**src/adcsq_pkg.sv**
```systemverilog
package adcsq_pkg;
  // Register word offsets on the register bus.
  localparam logic [3:0] ADCSQ_OFF_CTRL1 = 4'h0;
  localparam logic [3:0] ADCSQ_OFF_CTRL2 = 4'h1;
  localparam logic [3:0] ADCSQ_OFF_CTRL3 = 4'h2;
  localparam logic [3:0] ADCSQ_OFF_CTRL4 = 4'h3;
  localparam logic [3:0] ADCSQ_OFF_CH13 = 4'h4;
  localparam logic [3:0] ADCSQ_OFF_CH0 = 4'h5;
  localparam logic [3:0] ADCSQ_OFF_SCAN = 4'h6;
  localparam logic [3:0] ADCSQ_OFF_STAT = 4'h7;
  // Field positions.
  localparam int ADCSQ_RES_BIT = 10;
  localparam int ADCSQ_SCAN_EN_BIT = 10;
  localparam int ADCSQ_CHPS_LSB = 8;
  localparam int ADCSQ_FILL_BIT = 7;
  localparam int ADCSQ_SMPI_LSB = 2;
  localparam int ADCSQ_SPLIT_BIT = 1;
  localparam int ADCSQ_ALT_BIT = 0;
  localparam int ADCSQ_SRC_BIT = 15;
  localparam int ADCSQ_SAMC_LSB = 8;
  // Writable bit masks, reset value.
  localparam logic [15:0] ADCSQ_MASK_CTRL1 = 16'h0400;
  localparam logic [15:0] ADCSQ_MASK_CTRL2 = 16'h073F;
  localparam logic [15:0] ADCSQ_MASK_CTRL3 = 16'h9FFF;
  localparam logic [15:0] ADCSQ_MASK_CTRL4 = 16'h0007;
  localparam logic [15:0] ADCSQ_MASK_CH13 = 16'h0707;
  localparam logic [15:0] ADCSQ_MASK_CH0 = 16'h9F9F;
  localparam logic [15:0] ADCSQ_MASK_SCAN = 16'h01FF;
  localparam logic [15:0] ADCSQ_RST_VAL = 16'h0000;
  localparam logic [3:0] ADCSQ_HALF_HI = 4'h8;
  localparam logic [3:0] ADCSQ_HALF_LO = 4'h0;
  localparam logic [7:0] ADCSQ_DIV_RSVD = 8'hFF;
  localparam logic [4:0] ADCSQ_AN_ONE = 5'h01;
  localparam int ADCSQ_NUM_IN = 9;
  // Sequencer states.
  typedef enum logic [2:0] {
    ADCSQ_IDLE = 3'b001,
    ADCSQ_SAMPLE = 3'b010,
    ADCSQ_CONVERT = 3'b100
  } adcsq_state_t;
endpackage

```
**src/adcsq_scan_pick.sv**
```systemverilog
`timescale 1ns/1ps
module adcsq_scan_pick #(
  parameter int NUM_IN = 9
) (
  input wire logic [NUM_IN-1:0] mask,
  input wire logic [3:0] cur,
  output logic [3:0] next_in,
  output logic [3:0] first_in,
  output logic any_sel
);
  logic [NUM_IN-1:0] above;
  logic [3:0] nxt_above;
  logic found_above;

  // Bits strictly above the current input.
  genvar g;
  generate
    for (g = 0; g < NUM_IN; g++) begin : g_above
      assign above[g] = mask[g] && (g > cur);
    end
  endgenerate

  // Lowest selected input overall and lowest one above the current input.
  always_comb begin
    first_in = 4'h0;
    nxt_above = 4'h0;
    found_above = 1'b0;
    any_sel = |mask;
    for (int i = NUM_IN - 1; i >= 0; i--) begin
      if (mask[i]) begin
        first_in = 4'(i);
      end
      if (above[i]) begin
        nxt_above = 4'(i);
        found_above = 1'b1;
      end
    end
    next_in = found_above ? nxt_above : first_in;
  end
endmodule

```
**src/adcsq_top.sv**
```systemverilog
`timescale 1ns/1ps
// What this block does
// - Resolution bit set: one channel 12-bit; clear: one, two or four channels 10-bit.
// - Scan enable steps channel 0 Sample A input through masked inputs.
// - Channels-utilized picks channel count; reads zero in 12-bit mode.
// - Fill status reads 1 while upper half fills, 0 for lower.
// - Event every samples_per_event plus one completed conversions.
// - Scan list restarts at its first input on each event that ends a Sample A conversion.
// - Clock source clear: conversion clock from divided instruction clock.
// - Divider ignored when the internal RC clock is selected.
// - Auto sample time lasts field value conversion clock periods.
// - DMA words per input are two to the field value.
// - Channels 1-3 negative codes 00/01 low reference, 10 inputs 6-8.
// - Channels 1-3 positive bit picks inputs 3-5 or 0-2.
// - Channel 0 positive fields route input number equal to code.
// - Scan mask bit set includes its input, clear skips it.
// - Mask bits stay writable; missing inputs convert low reference.
module adcsq_top
  import adcsq_pkg::*;
#(
  parameter int CONV_CYCLES = 14,
  parameter int NUM_IN = 9,
  parameter logic [3:0] TOP_INPUT = 4'h8
) (
  input wire logic mclk,
  input wire logic rst_n,
  input wire logic [3:0] avs_address,
  input wire logic avs_read,
  input wire logic avs_write,
  input wire logic [31:0] avs_writedata,
  output logic [31:0] avs_readdata,
  output logic avs_waitrequest,
  input wire logic rc_tick,
  input wire logic start_sample,
  output logic conv_start,
  output logic conv_twelve_bit,
  output logic [2:0] conv_channels,
  output logic [3:0] ch0_pos_input,
  output logic ch0_pos_low_ref,
  output logic ch0_neg_input_one,
  output logic [3:0] ch13_pos_base,
  output logic ch13_neg_inputs,
  output logic ch13_neg_rsvd,
  output logic [3:0] result_slot,
  output logic [7:0] dma_words_per_input,
  output logic event_pulse
);
  import adcsq_pkg::*;

  ////////////////////////////////////////////////////////////////////////////
  logic [15:0] ctrl1_r, ctrl2_r, ctrl3_r, ctrl4_r, ch13_r, ch0_r, scan_r;
  logic ack_r;
  logic [15:0] rd_nxt;
  logic res12;
  logic acc;

  assign acc = (avs_read || avs_write) && !ack_r;
  assign avs_waitrequest = (avs_read || avs_write) && !ack_r;

  // Every access takes one wait cycle; the answer comes on the next edge.
  always_ff @(posedge mclk) begin
    if (!rst_n) begin
      ack_r <= 1'b0;
    end else begin
      ack_r <= acc;
    end
  end

  always_ff @(posedge mclk) begin
    if (!rst_n) begin
      ctrl1_r <= ADCSQ_RST_VAL;
      ctrl2_r <= ADCSQ_RST_VAL;
      ctrl3_r <= ADCSQ_RST_VAL;
      ctrl4_r <= ADCSQ_RST_VAL;
      ch13_r <= ADCSQ_RST_VAL;
      ch0_r <= ADCSQ_RST_VAL;
      scan_r <= ADCSQ_RST_VAL;
    end else if (avs_write && ack_r) begin
      unique case (avs_address)
        ADCSQ_OFF_CTRL1: ctrl1_r <= avs_writedata[15:0] & ADCSQ_MASK_CTRL1;
        ADCSQ_OFF_CTRL2: ctrl2_r <= avs_writedata[15:0] & ADCSQ_MASK_CTRL2;
        ADCSQ_OFF_CTRL3: ctrl3_r <= avs_writedata[15:0] & ADCSQ_MASK_CTRL3;
        ADCSQ_OFF_CTRL4: ctrl4_r <= avs_writedata[15:0] & ADCSQ_MASK_CTRL4;
        ADCSQ_OFF_CH13: ch13_r <= avs_writedata[15:0] & ADCSQ_MASK_CH13;
        ADCSQ_OFF_CH0: ch0_r <= avs_writedata[15:0] & ADCSQ_MASK_CH0;
        ADCSQ_OFF_SCAN: scan_r <= avs_writedata[15:0] & ADCSQ_MASK_SCAN;
        default: ;
      endcase
    end
  end

  assign res12 = ctrl1_r[ADCSQ_RES_BIT];

  ////////////////////////////////////////////////////////////////////////////
  // Sequencer state.
  adcsq_state_t state_r;
  logic fill_hi_r;
  logic use_b_r;
  logic [3:0] smp_cnt_r;
  logic [3:0] slot_r;
  logic [3:0] scan_cur_r;
  logic scan_started_r;
  logic [7:0] div_cnt_r;
  logic tad_tick;
  logic [4:0] samc_cnt_r;
  logic [7:0] conv_cnt_r;
  logic done_evt;
  logic last_smp;
  logic [3:0] scan_next, scan_first;
  logic scan_any;
  logic [3:0] smpi;
  logic [7:0] divv;

  assign smpi = ctrl2_r[ADCSQ_SMPI_LSB +: 4];
  assign divv = ctrl3_r[7:0];

  always_comb begin
    rd_nxt = 16'h0000;
    unique case (avs_address)
      ADCSQ_OFF_CTRL1: rd_nxt = ctrl1_r;
      // Channel count field reads zero in 12-bit mode.
      ADCSQ_OFF_CTRL2: rd_nxt = {ctrl2_r[15:10], res12 ? 2'h0 : ctrl2_r[9:8],
                                  fill_hi_r & ctrl2_r[ADCSQ_SPLIT_BIT], ctrl2_r[6:0]};
      ADCSQ_OFF_CTRL3: rd_nxt = ctrl3_r;
      ADCSQ_OFF_CTRL4: rd_nxt = ctrl4_r;
      ADCSQ_OFF_CH13: rd_nxt = ch13_r;
      ADCSQ_OFF_CH0: rd_nxt = ch0_r;
      ADCSQ_OFF_SCAN: rd_nxt = scan_r;
      ADCSQ_OFF_STAT: rd_nxt = {9'h000, use_b_r, scan_cur_r, state_r == ADCSQ_IDLE,
                                fill_hi_r};
      default: rd_nxt = 16'h0000;
    endcase
  end

  always_ff @(posedge mclk) begin
    if (!rst_n) begin
      avs_readdata <= 32'h0000_0000;
    end else if (acc && avs_read) begin
      avs_readdata <= {16'h0000, rd_nxt};
    end
  end

  ////////////////////////////////////////////////////////////////////////////
  // Conversion clock: divided instruction clock, or the RC tick.
  always_ff @(posedge mclk) begin
    if (!rst_n) begin
      div_cnt_r <= 8'h00;
    end else if (ctrl3_r[ADCSQ_SRC_BIT]) begin
      div_cnt_r <= 8'h00;
    end else if (div_cnt_r >= divv || divv == ADCSQ_DIV_RSVD) begin
      div_cnt_r <= 8'h00;
    end else begin
      div_cnt_r <= div_cnt_r + 8'h01;
    end
  end

  always_comb begin
    if (ctrl3_r[ADCSQ_SRC_BIT]) begin
      tad_tick = rc_tick;
    end else begin
      tad_tick = (div_cnt_r >= divv) || divv == ADCSQ_DIV_RSVD;
    end
  end

  adcsq_scan_pick #(.NUM_IN(NUM_IN)) u_pick (
    .mask(scan_r[NUM_IN-1:0]),
    .cur(scan_cur_r),
    .next_in(scan_next),
    .first_in(scan_first),
    .any_sel(scan_any)
  );

  assign done_evt = (state_r == ADCSQ_CONVERT) && tad_tick
                    && conv_cnt_r == 8'(CONV_CYCLES - 1);
  assign last_smp = smp_cnt_r == smpi;

  always_ff @(posedge mclk) begin
    if (!rst_n) begin
      state_r <= ADCSQ_IDLE;
      samc_cnt_r <= 5'h00;
      conv_cnt_r <= 8'h00;
    end else begin
      unique case (state_r)
        ADCSQ_IDLE: begin
          if (start_sample) begin
            state_r <= ADCSQ_SAMPLE;
            samc_cnt_r <= 5'h00;
          end
        end
        ADCSQ_SAMPLE: begin
          if (samc_cnt_r >= ctrl3_r[ADCSQ_SAMC_LSB +: 5]) begin
            state_r <= ADCSQ_CONVERT;
            conv_cnt_r <= 8'h00;
          end else if (tad_tick) begin
            samc_cnt_r <= samc_cnt_r + 5'h01;
          end
        end
        ADCSQ_CONVERT: begin
          if (done_evt) begin
            state_r <= ADCSQ_IDLE;
          end else if (tad_tick) begin
            conv_cnt_r <= conv_cnt_r + 8'h01;
          end
        end
        default: state_r <= ADCSQ_IDLE;
      endcase
    end
  end

  assign conv_start = (state_r == ADCSQ_SAMPLE)
                      && samc_cnt_r >= ctrl3_r[ADCSQ_SAMC_LSB +: 5];

  // Sample counter, event pulse, fill half and result slot.
  always_ff @(posedge mclk) begin
    if (!rst_n) begin
      smp_cnt_r <= 4'h0;
      fill_hi_r <= 1'b0;
      slot_r <= ADCSQ_HALF_LO;
      event_pulse <= 1'b0;
    end else begin
      event_pulse <= done_evt && last_smp;
      if (done_evt) begin
        if (last_smp) begin
          smp_cnt_r <= 4'h0;
          fill_hi_r <= ctrl2_r[ADCSQ_SPLIT_BIT] && !fill_hi_r;
          slot_r <= (ctrl2_r[ADCSQ_SPLIT_BIT] && !fill_hi_r) ? ADCSQ_HALF_HI
                                                             : ADCSQ_HALF_LO;
        end else begin
          smp_cnt_r <= smp_cnt_r + 4'h1;
          slot_r <= slot_r + 4'h1;
        end
      end
    end
  end

  // Sample A/B alternation and scan pointer.
  always_ff @(posedge mclk) begin
    if (!rst_n) begin
      use_b_r <= 1'b0;
      scan_cur_r <= 4'h0;
      scan_started_r <= 1'b0;
    end else begin
      if (!ctrl2_r[ADCSQ_SCAN_EN_BIT]) begin
        scan_started_r <= 1'b0;
      end else if (!scan_started_r) begin
        scan_cur_r <= scan_first;
        scan_started_r <= scan_any;
      end
      if (done_evt) begin
        use_b_r <= ctrl2_r[ADCSQ_ALT_BIT] && !use_b_r;
        if (ctrl2_r[ADCSQ_SCAN_EN_BIT] && scan_started_r && !use_b_r) begin
          scan_cur_r <= last_smp ? scan_first : scan_next;
        end
      end
    end
  end

  ////////////////////////////////////////////////////////////////////////////
  // Input routing outputs, registered.
  always_ff @(posedge mclk) begin
    if (!rst_n) begin
      conv_twelve_bit <= 1'b0;
      conv_channels <= 3'h1;
      ch0_pos_input <= 4'h0;
      ch0_pos_low_ref <= 1'b0;
      ch0_neg_input_one <= 1'b0;
      ch13_pos_base <= 4'h0;
      ch13_neg_inputs <= 1'b0;
      ch13_neg_rsvd <= 1'b0;
      dma_words_per_input <= 8'h01;
    end else begin
      conv_twelve_bit <= res12;
      if (res12 || ctrl2_r[9:8] == 2'b00) begin
        conv_channels <= 3'h1;
      end else if (ctrl2_r[9] == 1'b1) begin
        conv_channels <= 3'h4;
      end else begin
        conv_channels <= 3'h2;
      end
      if (ctrl2_r[ADCSQ_SCAN_EN_BIT] && !use_b_r && scan_started_r) begin
        ch0_pos_input <= scan_cur_r;
        ch0_pos_low_ref <= scan_cur_r > TOP_INPUT;
      end else begin
        ch0_pos_input <= use_b_r ? ch0_r[11:8] : ch0_r[3:0];
        ch0_pos_low_ref <= (use_b_r ? ch0_r[12:8] : ch0_r[4:0]) > 5'(TOP_INPUT);
      end
      ch0_neg_input_one <= use_b_r ? ch0_r[15] : ch0_r[7];
      ch13_pos_base <= (use_b_r ? ch13_r[8] : ch13_r[0]) ? 4'h3 : 4'h0;
      ch13_neg_inputs <= !res12 && (use_b_r ? ch13_r[10:9] : ch13_r[2:1]) == 2'b10;
      ch13_neg_rsvd <= res12 || (use_b_r ? ch13_r[10:9] : ch13_r[2:1]) == 2'b11;
      dma_words_per_input <= 8'h01 << ctrl4_r[2:0];
    end
  end

  assign result_slot = slot_r;
endmodule

```
**config.mk**
```make
export PLATFORM = sky130hd
export DESIGN_NAME = adcsq_top
export DESIGN_NICKNAME = d
export VERILOG_FILES = /design/src/adcsq_pkg.sv /design/src/adcsq_scan_pick.sv /design/src/adcsq_top.sv
export SDC_FILE = /design/constraint.sdc
export NUM_CORES = 1
export LEC_CHECK = 0
export BUFFER_PORTS_ARGS = -buffer_cell sky130_fd_sc_hd__buf_2
export CAP_MARGIN = 30
export CORE_UTILIZATION = 35
export CTS_CLUSTER_SIZE = 12
export DETAILED_ROUTE_END_ITERATION = 10
export PLACE_DENSITY = 0.66
export SLEW_MARGIN = 40
export SYNTH_ARGS = -nofsm -noshare
export SYNTH_HDL_FRONTEND = slang
export SYNTH_SLANG_ARGS = --single-unit
```
**constraint.sdc**
```tcl
create_clock -name mclk -period 2.2 [get_ports mclk]
set_clock_uncertainty 0.05 [all_clocks]
set_input_delay 0.33 -clock mclk [delete_from_list [all_inputs] [get_ports mclk]]
set_output_delay 0.33 -clock mclk [all_outputs]
set_load 0.1 [all_outputs]
```
Yosys cells after proc, flatten, opt, wreduce, memory -nomap -nowiden
Index checks and enable logic that the tools add are counted.
- equality and inequality tests: 22
- bitwise gates (word level): 2
- muxes and demuxes: 59
- $lt $le $gt $ge: 12
- $add $sub $neg: 5
- reductions and logical operators: 49
- shifts and indexed selects: 1
- operators with widths (cell ; count):
    $pmux 16 s8 ; 1
    $mux 4 ; 28
    $mux 8 ; 3
    $logic_and 1x1->1 ; 22
    $mux 5 ; 4
    $reduce_and 2->1 ; 9
    $add 8x1->8 const B ; 2
    $eq 4x3->1 const B ; 4
    $gt 3x4->1 const A ; 4
    $pmux 8 s2 ; 1
    $ne 2x2->1 const B ; 7
    $mux 1 ; 13
    $mux 3 ; 4
    $pmux 5 s2 ; 1
    $pmux 3 s3 ; 1
    $reduce_or 9->1 ; 1
    $add 4x1->4 const B ; 2
    $eq 4x2->1 const B ; 2
    $eq 8x4->1 const B ; 1
    $eq 8x8->1 const B ; 1
    $ge 8x8->1 ; 1
    $gt 2x4->1 const A ; 2
    $reduce_and 4->1 ; 2
    $shl 1x3->8 const A ; 1
    other kinds (23) ; 33
- logic and storage cells: 179
- register bits: 135
- input bits: 42
- output and inout bits: 63

Longest topological paths before layout
- depth in word-level cells: 14
- gate-level depth with buffers: 10
- mapped depth without buffers: 9

By module
Synthesis repeated with hierarchy kept, for this count alone.
- cell total of the unflattened synthesis: 796
- area total of the unflattened synthesis: 6500.0 um^2
- by module, submodules not included (module ; cells an instance ; area an instance (um^2) ; seq. area each (um^2) ; times used):
    adcsq_top ; 748 ; 6183.4 ; 2602.5 ; 1
    adcsq_scan_pick ; 48 ; 316.6 ; 0.0 ; 1

Worst setup path before layout
No wires, ideal clock.
- path kind: flip-flop to flip-flop
- start: register samc_cnt_r[0]
- end: register conv_cnt_r[4]
- clock period less this slack: 3.962 ns
- path slack: -1.762 ns
- stages on the path, launching flop included: 11
- data required time: 2.034 ns
- setup time: 0.116 ns
- path buffers: 1
- arrival time: 3.796 ns
- path through: dfxtp_1 -> inv_1 -> ha_1 -> nor2b_1 -> o21ai_1 -> a21oi_1 -> o21ai_0 -> nand2b_1 -> buf_4 -> a211oi_1 -> a31o_2
- cells in the longest elaborated chain, start to end: 3
- RTL lines (element ; line ; text):
    from (decl) ; adcsq_top.sv:105 ; logic [4:0] samc_cnt_r;
    from (signal assigned) ; adcsq_top.sv:195 ; samc_cnt_r <= samc_cnt_r + 5'h01;
    $ge 5x5->1 ; adcsq_top.sv:191 ; if (samc_cnt_r >= ctrl3_r[ADCSQ_SAMC_LSB +: 5]) begin
    $ne 2x2->1 (no line) ; n/a ;
    $reduce_and 4->1 (no line) ; n/a ;
    to (signal assigned) ; adcsq_top.sv:202 ; conv_cnt_r <= conv_cnt_r + 8'h01;
    to (decl) ; adcsq_top.sv:106 ; logic [7:0] conv_cnt_r;
Every way passes these cells.
A chain may end at the register's enable or synchronous reset.

Worst setup path in the final report
- start: register ctrl3_r[5]
- end: register smp_cnt_r[1]
- cells in the longest elaborated chain, start to end: 5
- elaborated cells on any way between the ends: 6
- those cells by class: order compare: 1; eq/ne: 1; mux: 1; reduce/logical: 3
- RTL lines (element ; line ; text):
    from (decl) ; adcsq_top.sv:51 ; logic [15:0] ctrl1_r, ctrl2_r, ctrl3_r, ctrl4_r, ch13_r, ch0_r, scan_r;
    from (signal assigned) ; adcsq_top.sv:82 ; ADCSQ_OFF_CTRL3: ctrl3_r <= avs_writedata[15:0] & ADCSQ_MASK_CTRL3;
    $ge 8x8->1 or $eq 8x8->1 (tied branches) ; adcsq_top.sv:161 ; tad_tick = (div_cnt_r >= divv) || divv == ADCSQ_DIV_RSVD;
    $logic_or 1x1->1 (*) ; adcsq_top.sv:161 ;
    $mux 1 (*) ; adcsq_top.sv:158 ; if (ctrl3_r[ADCSQ_SRC_BIT]) begin
    $logic_and 1x1->1 (*) ; adcsq_top.sv:173 ; assign done_evt = (state_r == ADCSQ_CONVERT) && tad_tick
    $logic_and 1x1->1 (*) ; adcsq_top.sv:174 ; && conv_cnt_r == 8'(CONV_CYCLES - 1);
    to (signal assigned) ; adcsq_top.sv:229 ; smp_cnt_r <= smp_cnt_r + 4'h1;
    to (decl) ; adcsq_top.sv:99 ; logic [3:0] smp_cnt_r;
Every way passes the cells marked *; elsewhere a longest branch is shown, timed or not.

==> impl_metrics.tcl <==
set metrics [dict create \
    status "complete, but fails checks" \
    violations "negative setup slack" \
    dp_slack_ns -0.1420 \
    regArea_um2 2614 \
    start_kind "register" \
    antenna_left 0 \
    ios 105 \
    clk_pin_slew_ns 0.06 \
    place_inst 1116 \
    grt-ovfl-total 0 \
    min_path_type "in2reg" \
    worstPathRequired_ns 2.47 \
    max_stage_delay_ns 0.52 \
    p_clk_share_pct 49.0 \
    chipWidth_um 137.5 \
    final_cells 1159 \
    synth_cell_type_count 71 \
    cts_tree "done" \
    slew-limit-headroom_pct 59.91 \
    worst_pin_slew_ns 0.6013 \
    async_flop_share_pct 0 \
    setup_slack_ns -0.07666 \
    crit_fanout 8 \
    utilization_pct 46.96 \
    yosys_warnings 0 \
    power.density_nw_per_um2 701.5 \
    syn2layout_area_growth_pct 31.24 \
    ys.flop_type "dfxtp_1" \
    grt_pass1_vias 5804 \
    hold_ws_ns 0.1115 \
    fin_crit_ns 2.277 \
    drv_cap 0 \
    clock-sinks 130 \
    timing.final.crit_share_pct 103.5 \
    multi_input_comb_area_um2 3836 \
    first_pass_iters 7 \
    rows 49 \
    cts-htree-levels 4 \
    wirelength_um 19110 \
    grt_use_total_pct 20.89 \
    synthCells 799 \
    p_comb_share_pct 10.3 \
    layout-drive-gt1-share_pct 28.17 \
    vias 6206 \
    wl_per_cell_um 16.49 \
    numPortBuffers 66 \
    slew_violations 0 \
    setup_viol 15 \
    cts-hold-fix-buffers 0 \
    drc 0 \
    path_cells "inv_2, ha_4, a21oi_2, o21ai_1, or4_4, a21o_4, nand3_4, clkbuf_16, nor3_4, a31o_2" \
    critPathKind "reg2reg" \
    syn_area_um2 6427 \
    via_per_inst 5.355 \
    p_seq_share_pct 40.7 \
    worstPathArrival_ns 2.55 \
    initial_utilization_pct 35.78 \
    rsz0062_at_grt "yes" \
    die_h_um 137.5 \
    cp_slowest_cell "or4_4" \
    switching_power_mw 1.616 \
    nNetsFinal 979 \
    synth_area_per_cell_um2 8.044 \
    diodes 0 \
    place_congestion 0.8853 \
    cts_buffer_depth 2 \
    cts_inserted_buffers 17 \
    drt_iter0_drc 522 \
    finalHoldViolCount 0 \
    yosysSeqAreaShare_pct 40.49 \
    switching_share_pct 27.31 \
    core-area_um2 17960 \
    nFillCells 1728 \
    grt_max_degree 35 \
    clk_latency_ns 0.43 \
    die_area_um2 18910 \
    internal-power_mw 4.301 \
    vdd_ir_drop_max_v 0.0006015 \
    endpoint_kind "register" \
    p_leak_nw 3.351 \
    grt_pass1_wl_um 30070 \
    synth_edf_count 0 \
    power_mw 5.917 \
    antenna_found_initial 0 \
    root_buffer "clkbuf_16" \
    synth_seq_cells 130 \
    hpwl_um 13220 \
    max_freq_mhz 439.2 \
]
==> synthesized netlist by cell type, types with 4 or more instances <==
| cell | n | area share, % |
|---|---|---|
| a22oi_1 | 4 | 0.47 |
| nor3_1 | 24 | 1.9 |
| o31ai_1 | 4 | 0.47 |
| nand3_1 | 20 | 1.6 |
| mux2i_1 | 28 | 4.4 |
| a31oi_1 | 6 | 0.58 |
| a21o_1 | 5 | 0.58 |
| a31o_2 | 5 | 0.68 |
| nor2b_1 | 9 | 0.88 |
| or3_1 | 5 | 0.49 |
| nand2_1 | 134 | 7.8 |
| nor2_1 | 76 | 4.4 |
| a221oi_1 | 7 | 0.95 |
| a22o_1 | 4 | 0.55 |
| buf_1 | 4 | 0.23 |
| inv_1 | 26 | 1.5 |
| and3_1 | 6 | 0.58 |
| and2_1 | 4 | 0.39 |
| ha_1 | 19 | 3.7 |
| clkbuf_1 | 31 | 1.8 |
| nor4_1 | 6 | 0.58 |
| xor2_1 | 9 | 1.2 |
| nand4_1 | 8 | 0.78 |
| buf_4 | 23 | 2.7 |
| a21oi_1 | 83 | 6.5 |
| o21ai_0 | 25 | 1.9 |
| a211oi_1 | 12 | 1.4 |
| dfxtp_1 | 130 | 40 |
| nand2b_1 | 14 | 1.4 |
==> through the flow <==
stage	instance area [um2]	TNS (ns)
finish	8436	-0.5641
global route	8436	-2.685
CTS	8132	-0.5942
detailed placement	7388	-2.285
global placement	7388	-1.189
floorplan	6555	-0.1401
==> area by class of cell <==
class	count	share of cell area, %
Clock buffer	18	5.206
Clock inverter	13	1.899
Tap cell	229	3.397
Inverter	27	1.201
Sequential cell	130	30.98
Timing Repair Buffer	142	11.84
Multi-Input combinational cell	600	45.48
==> layout by cell type (no fill, tap or decap), types with 12 or more instances in the layout <==
cell / count
buf_4: 68
mux2i_1: 28
conb_1: 20
nor3_1: 21
dfxtp_1: 121
nand3_1: 19
nand2_1: 127
clkbuf_16: 18
ha_1: 12
buf_2: 65
o21ai_0: 19
a21oi_1: 70
nor2_1: 74
inv_1: 18
nand2b_1: 13
==> power groups by stage <==
stage / registers (mW) / clock network (mW) / logic (mW)
2_1_floorplan: 2.57 / 0 / 0.355
3_3_place_gp: 2.46 / 0 / 0.590
3_5_place_dp: 2.46 / 0 / 0.591
4_1_cts: 2.41 / 2.94 / 0.598
5_1_grt: 2.41 / 3.04 / 0.636
6_report: 2.41 / 2.90 / 0.609
==> layer usage <==
metal	vias to the layer above	global-route usage [%]	wire [um]	part of all wire [%]
li1	3015	-	-	-
met1	2915	28.02	8485	44
met2	239	32.44	8922	47
met3	37	4.452	1274	6.7
met4	0	8.364	430	2.2
met5	-	0	0	0
==> flip-flops by register name, summed over array words and instances, names as in the netlist, 5 cells and up <==
| name | cells |
|---|---|
| div_cnt_r | 8 |
| ctrl3_r | 14 |
| dma_words_per_input | 8 |
| ch0_r | 12 |
| ctrl2_r | 9 |
| samc_cnt_r | 5 |
| conv_cnt_r | 8 |
| ch13_r | 6 |
| scan_r | 9 |
| avs_readdata | 14 |
==> worst max-delay path: cells and delay by family, from the launching register on <==
kind | cells | cell delay (ns)
buf+inv | 2 | 0.23
compound gates | 4 | 0.66
flops | 1 | 0.33
simple gates | 3 | 0.66
fa+ha+maj | 1 | 0.24
==> final timing paths <==
path	cells past startpoint	end	slack (ns)	from
worst max-delay path	10	smp_cnt_r[1]	-0.08	ctrl3_r[5]
worst min-delay path	3	ch0_r[15]	0.11	avs_writedata[15]
worst max register to register	10	smp_cnt_r[1]	-0.08	ctrl3_r[5]
worst min register to register	2	ctrl3_r[9]	0.42	ctrl3_r[9]
==> kinds of logic (layout without fill, tap and decap cells) <==
group           count (synthesis)  in the layout  share of synthesized area (%)
other cells                     1             20                        0.05834
compound gates                187            187                          18.40
simple gates                  335            335                          24.96
fa+ha+maj                      19             19                          3.699
xor+xnor                       11             11                          1.499
mux                            28             28                          4.361
buf+inv                        88            200                          6.541
flops                         130            130                          40.49
==> repair_timing <==
item	4_1_cts	5_1_grt
setup buffers	4	8
resized for setup	24	54
gates cloned	0	1
pin swaps	16	31
endpoints found under the setup margin	37	38
Power figures use the tool's default switching activity.
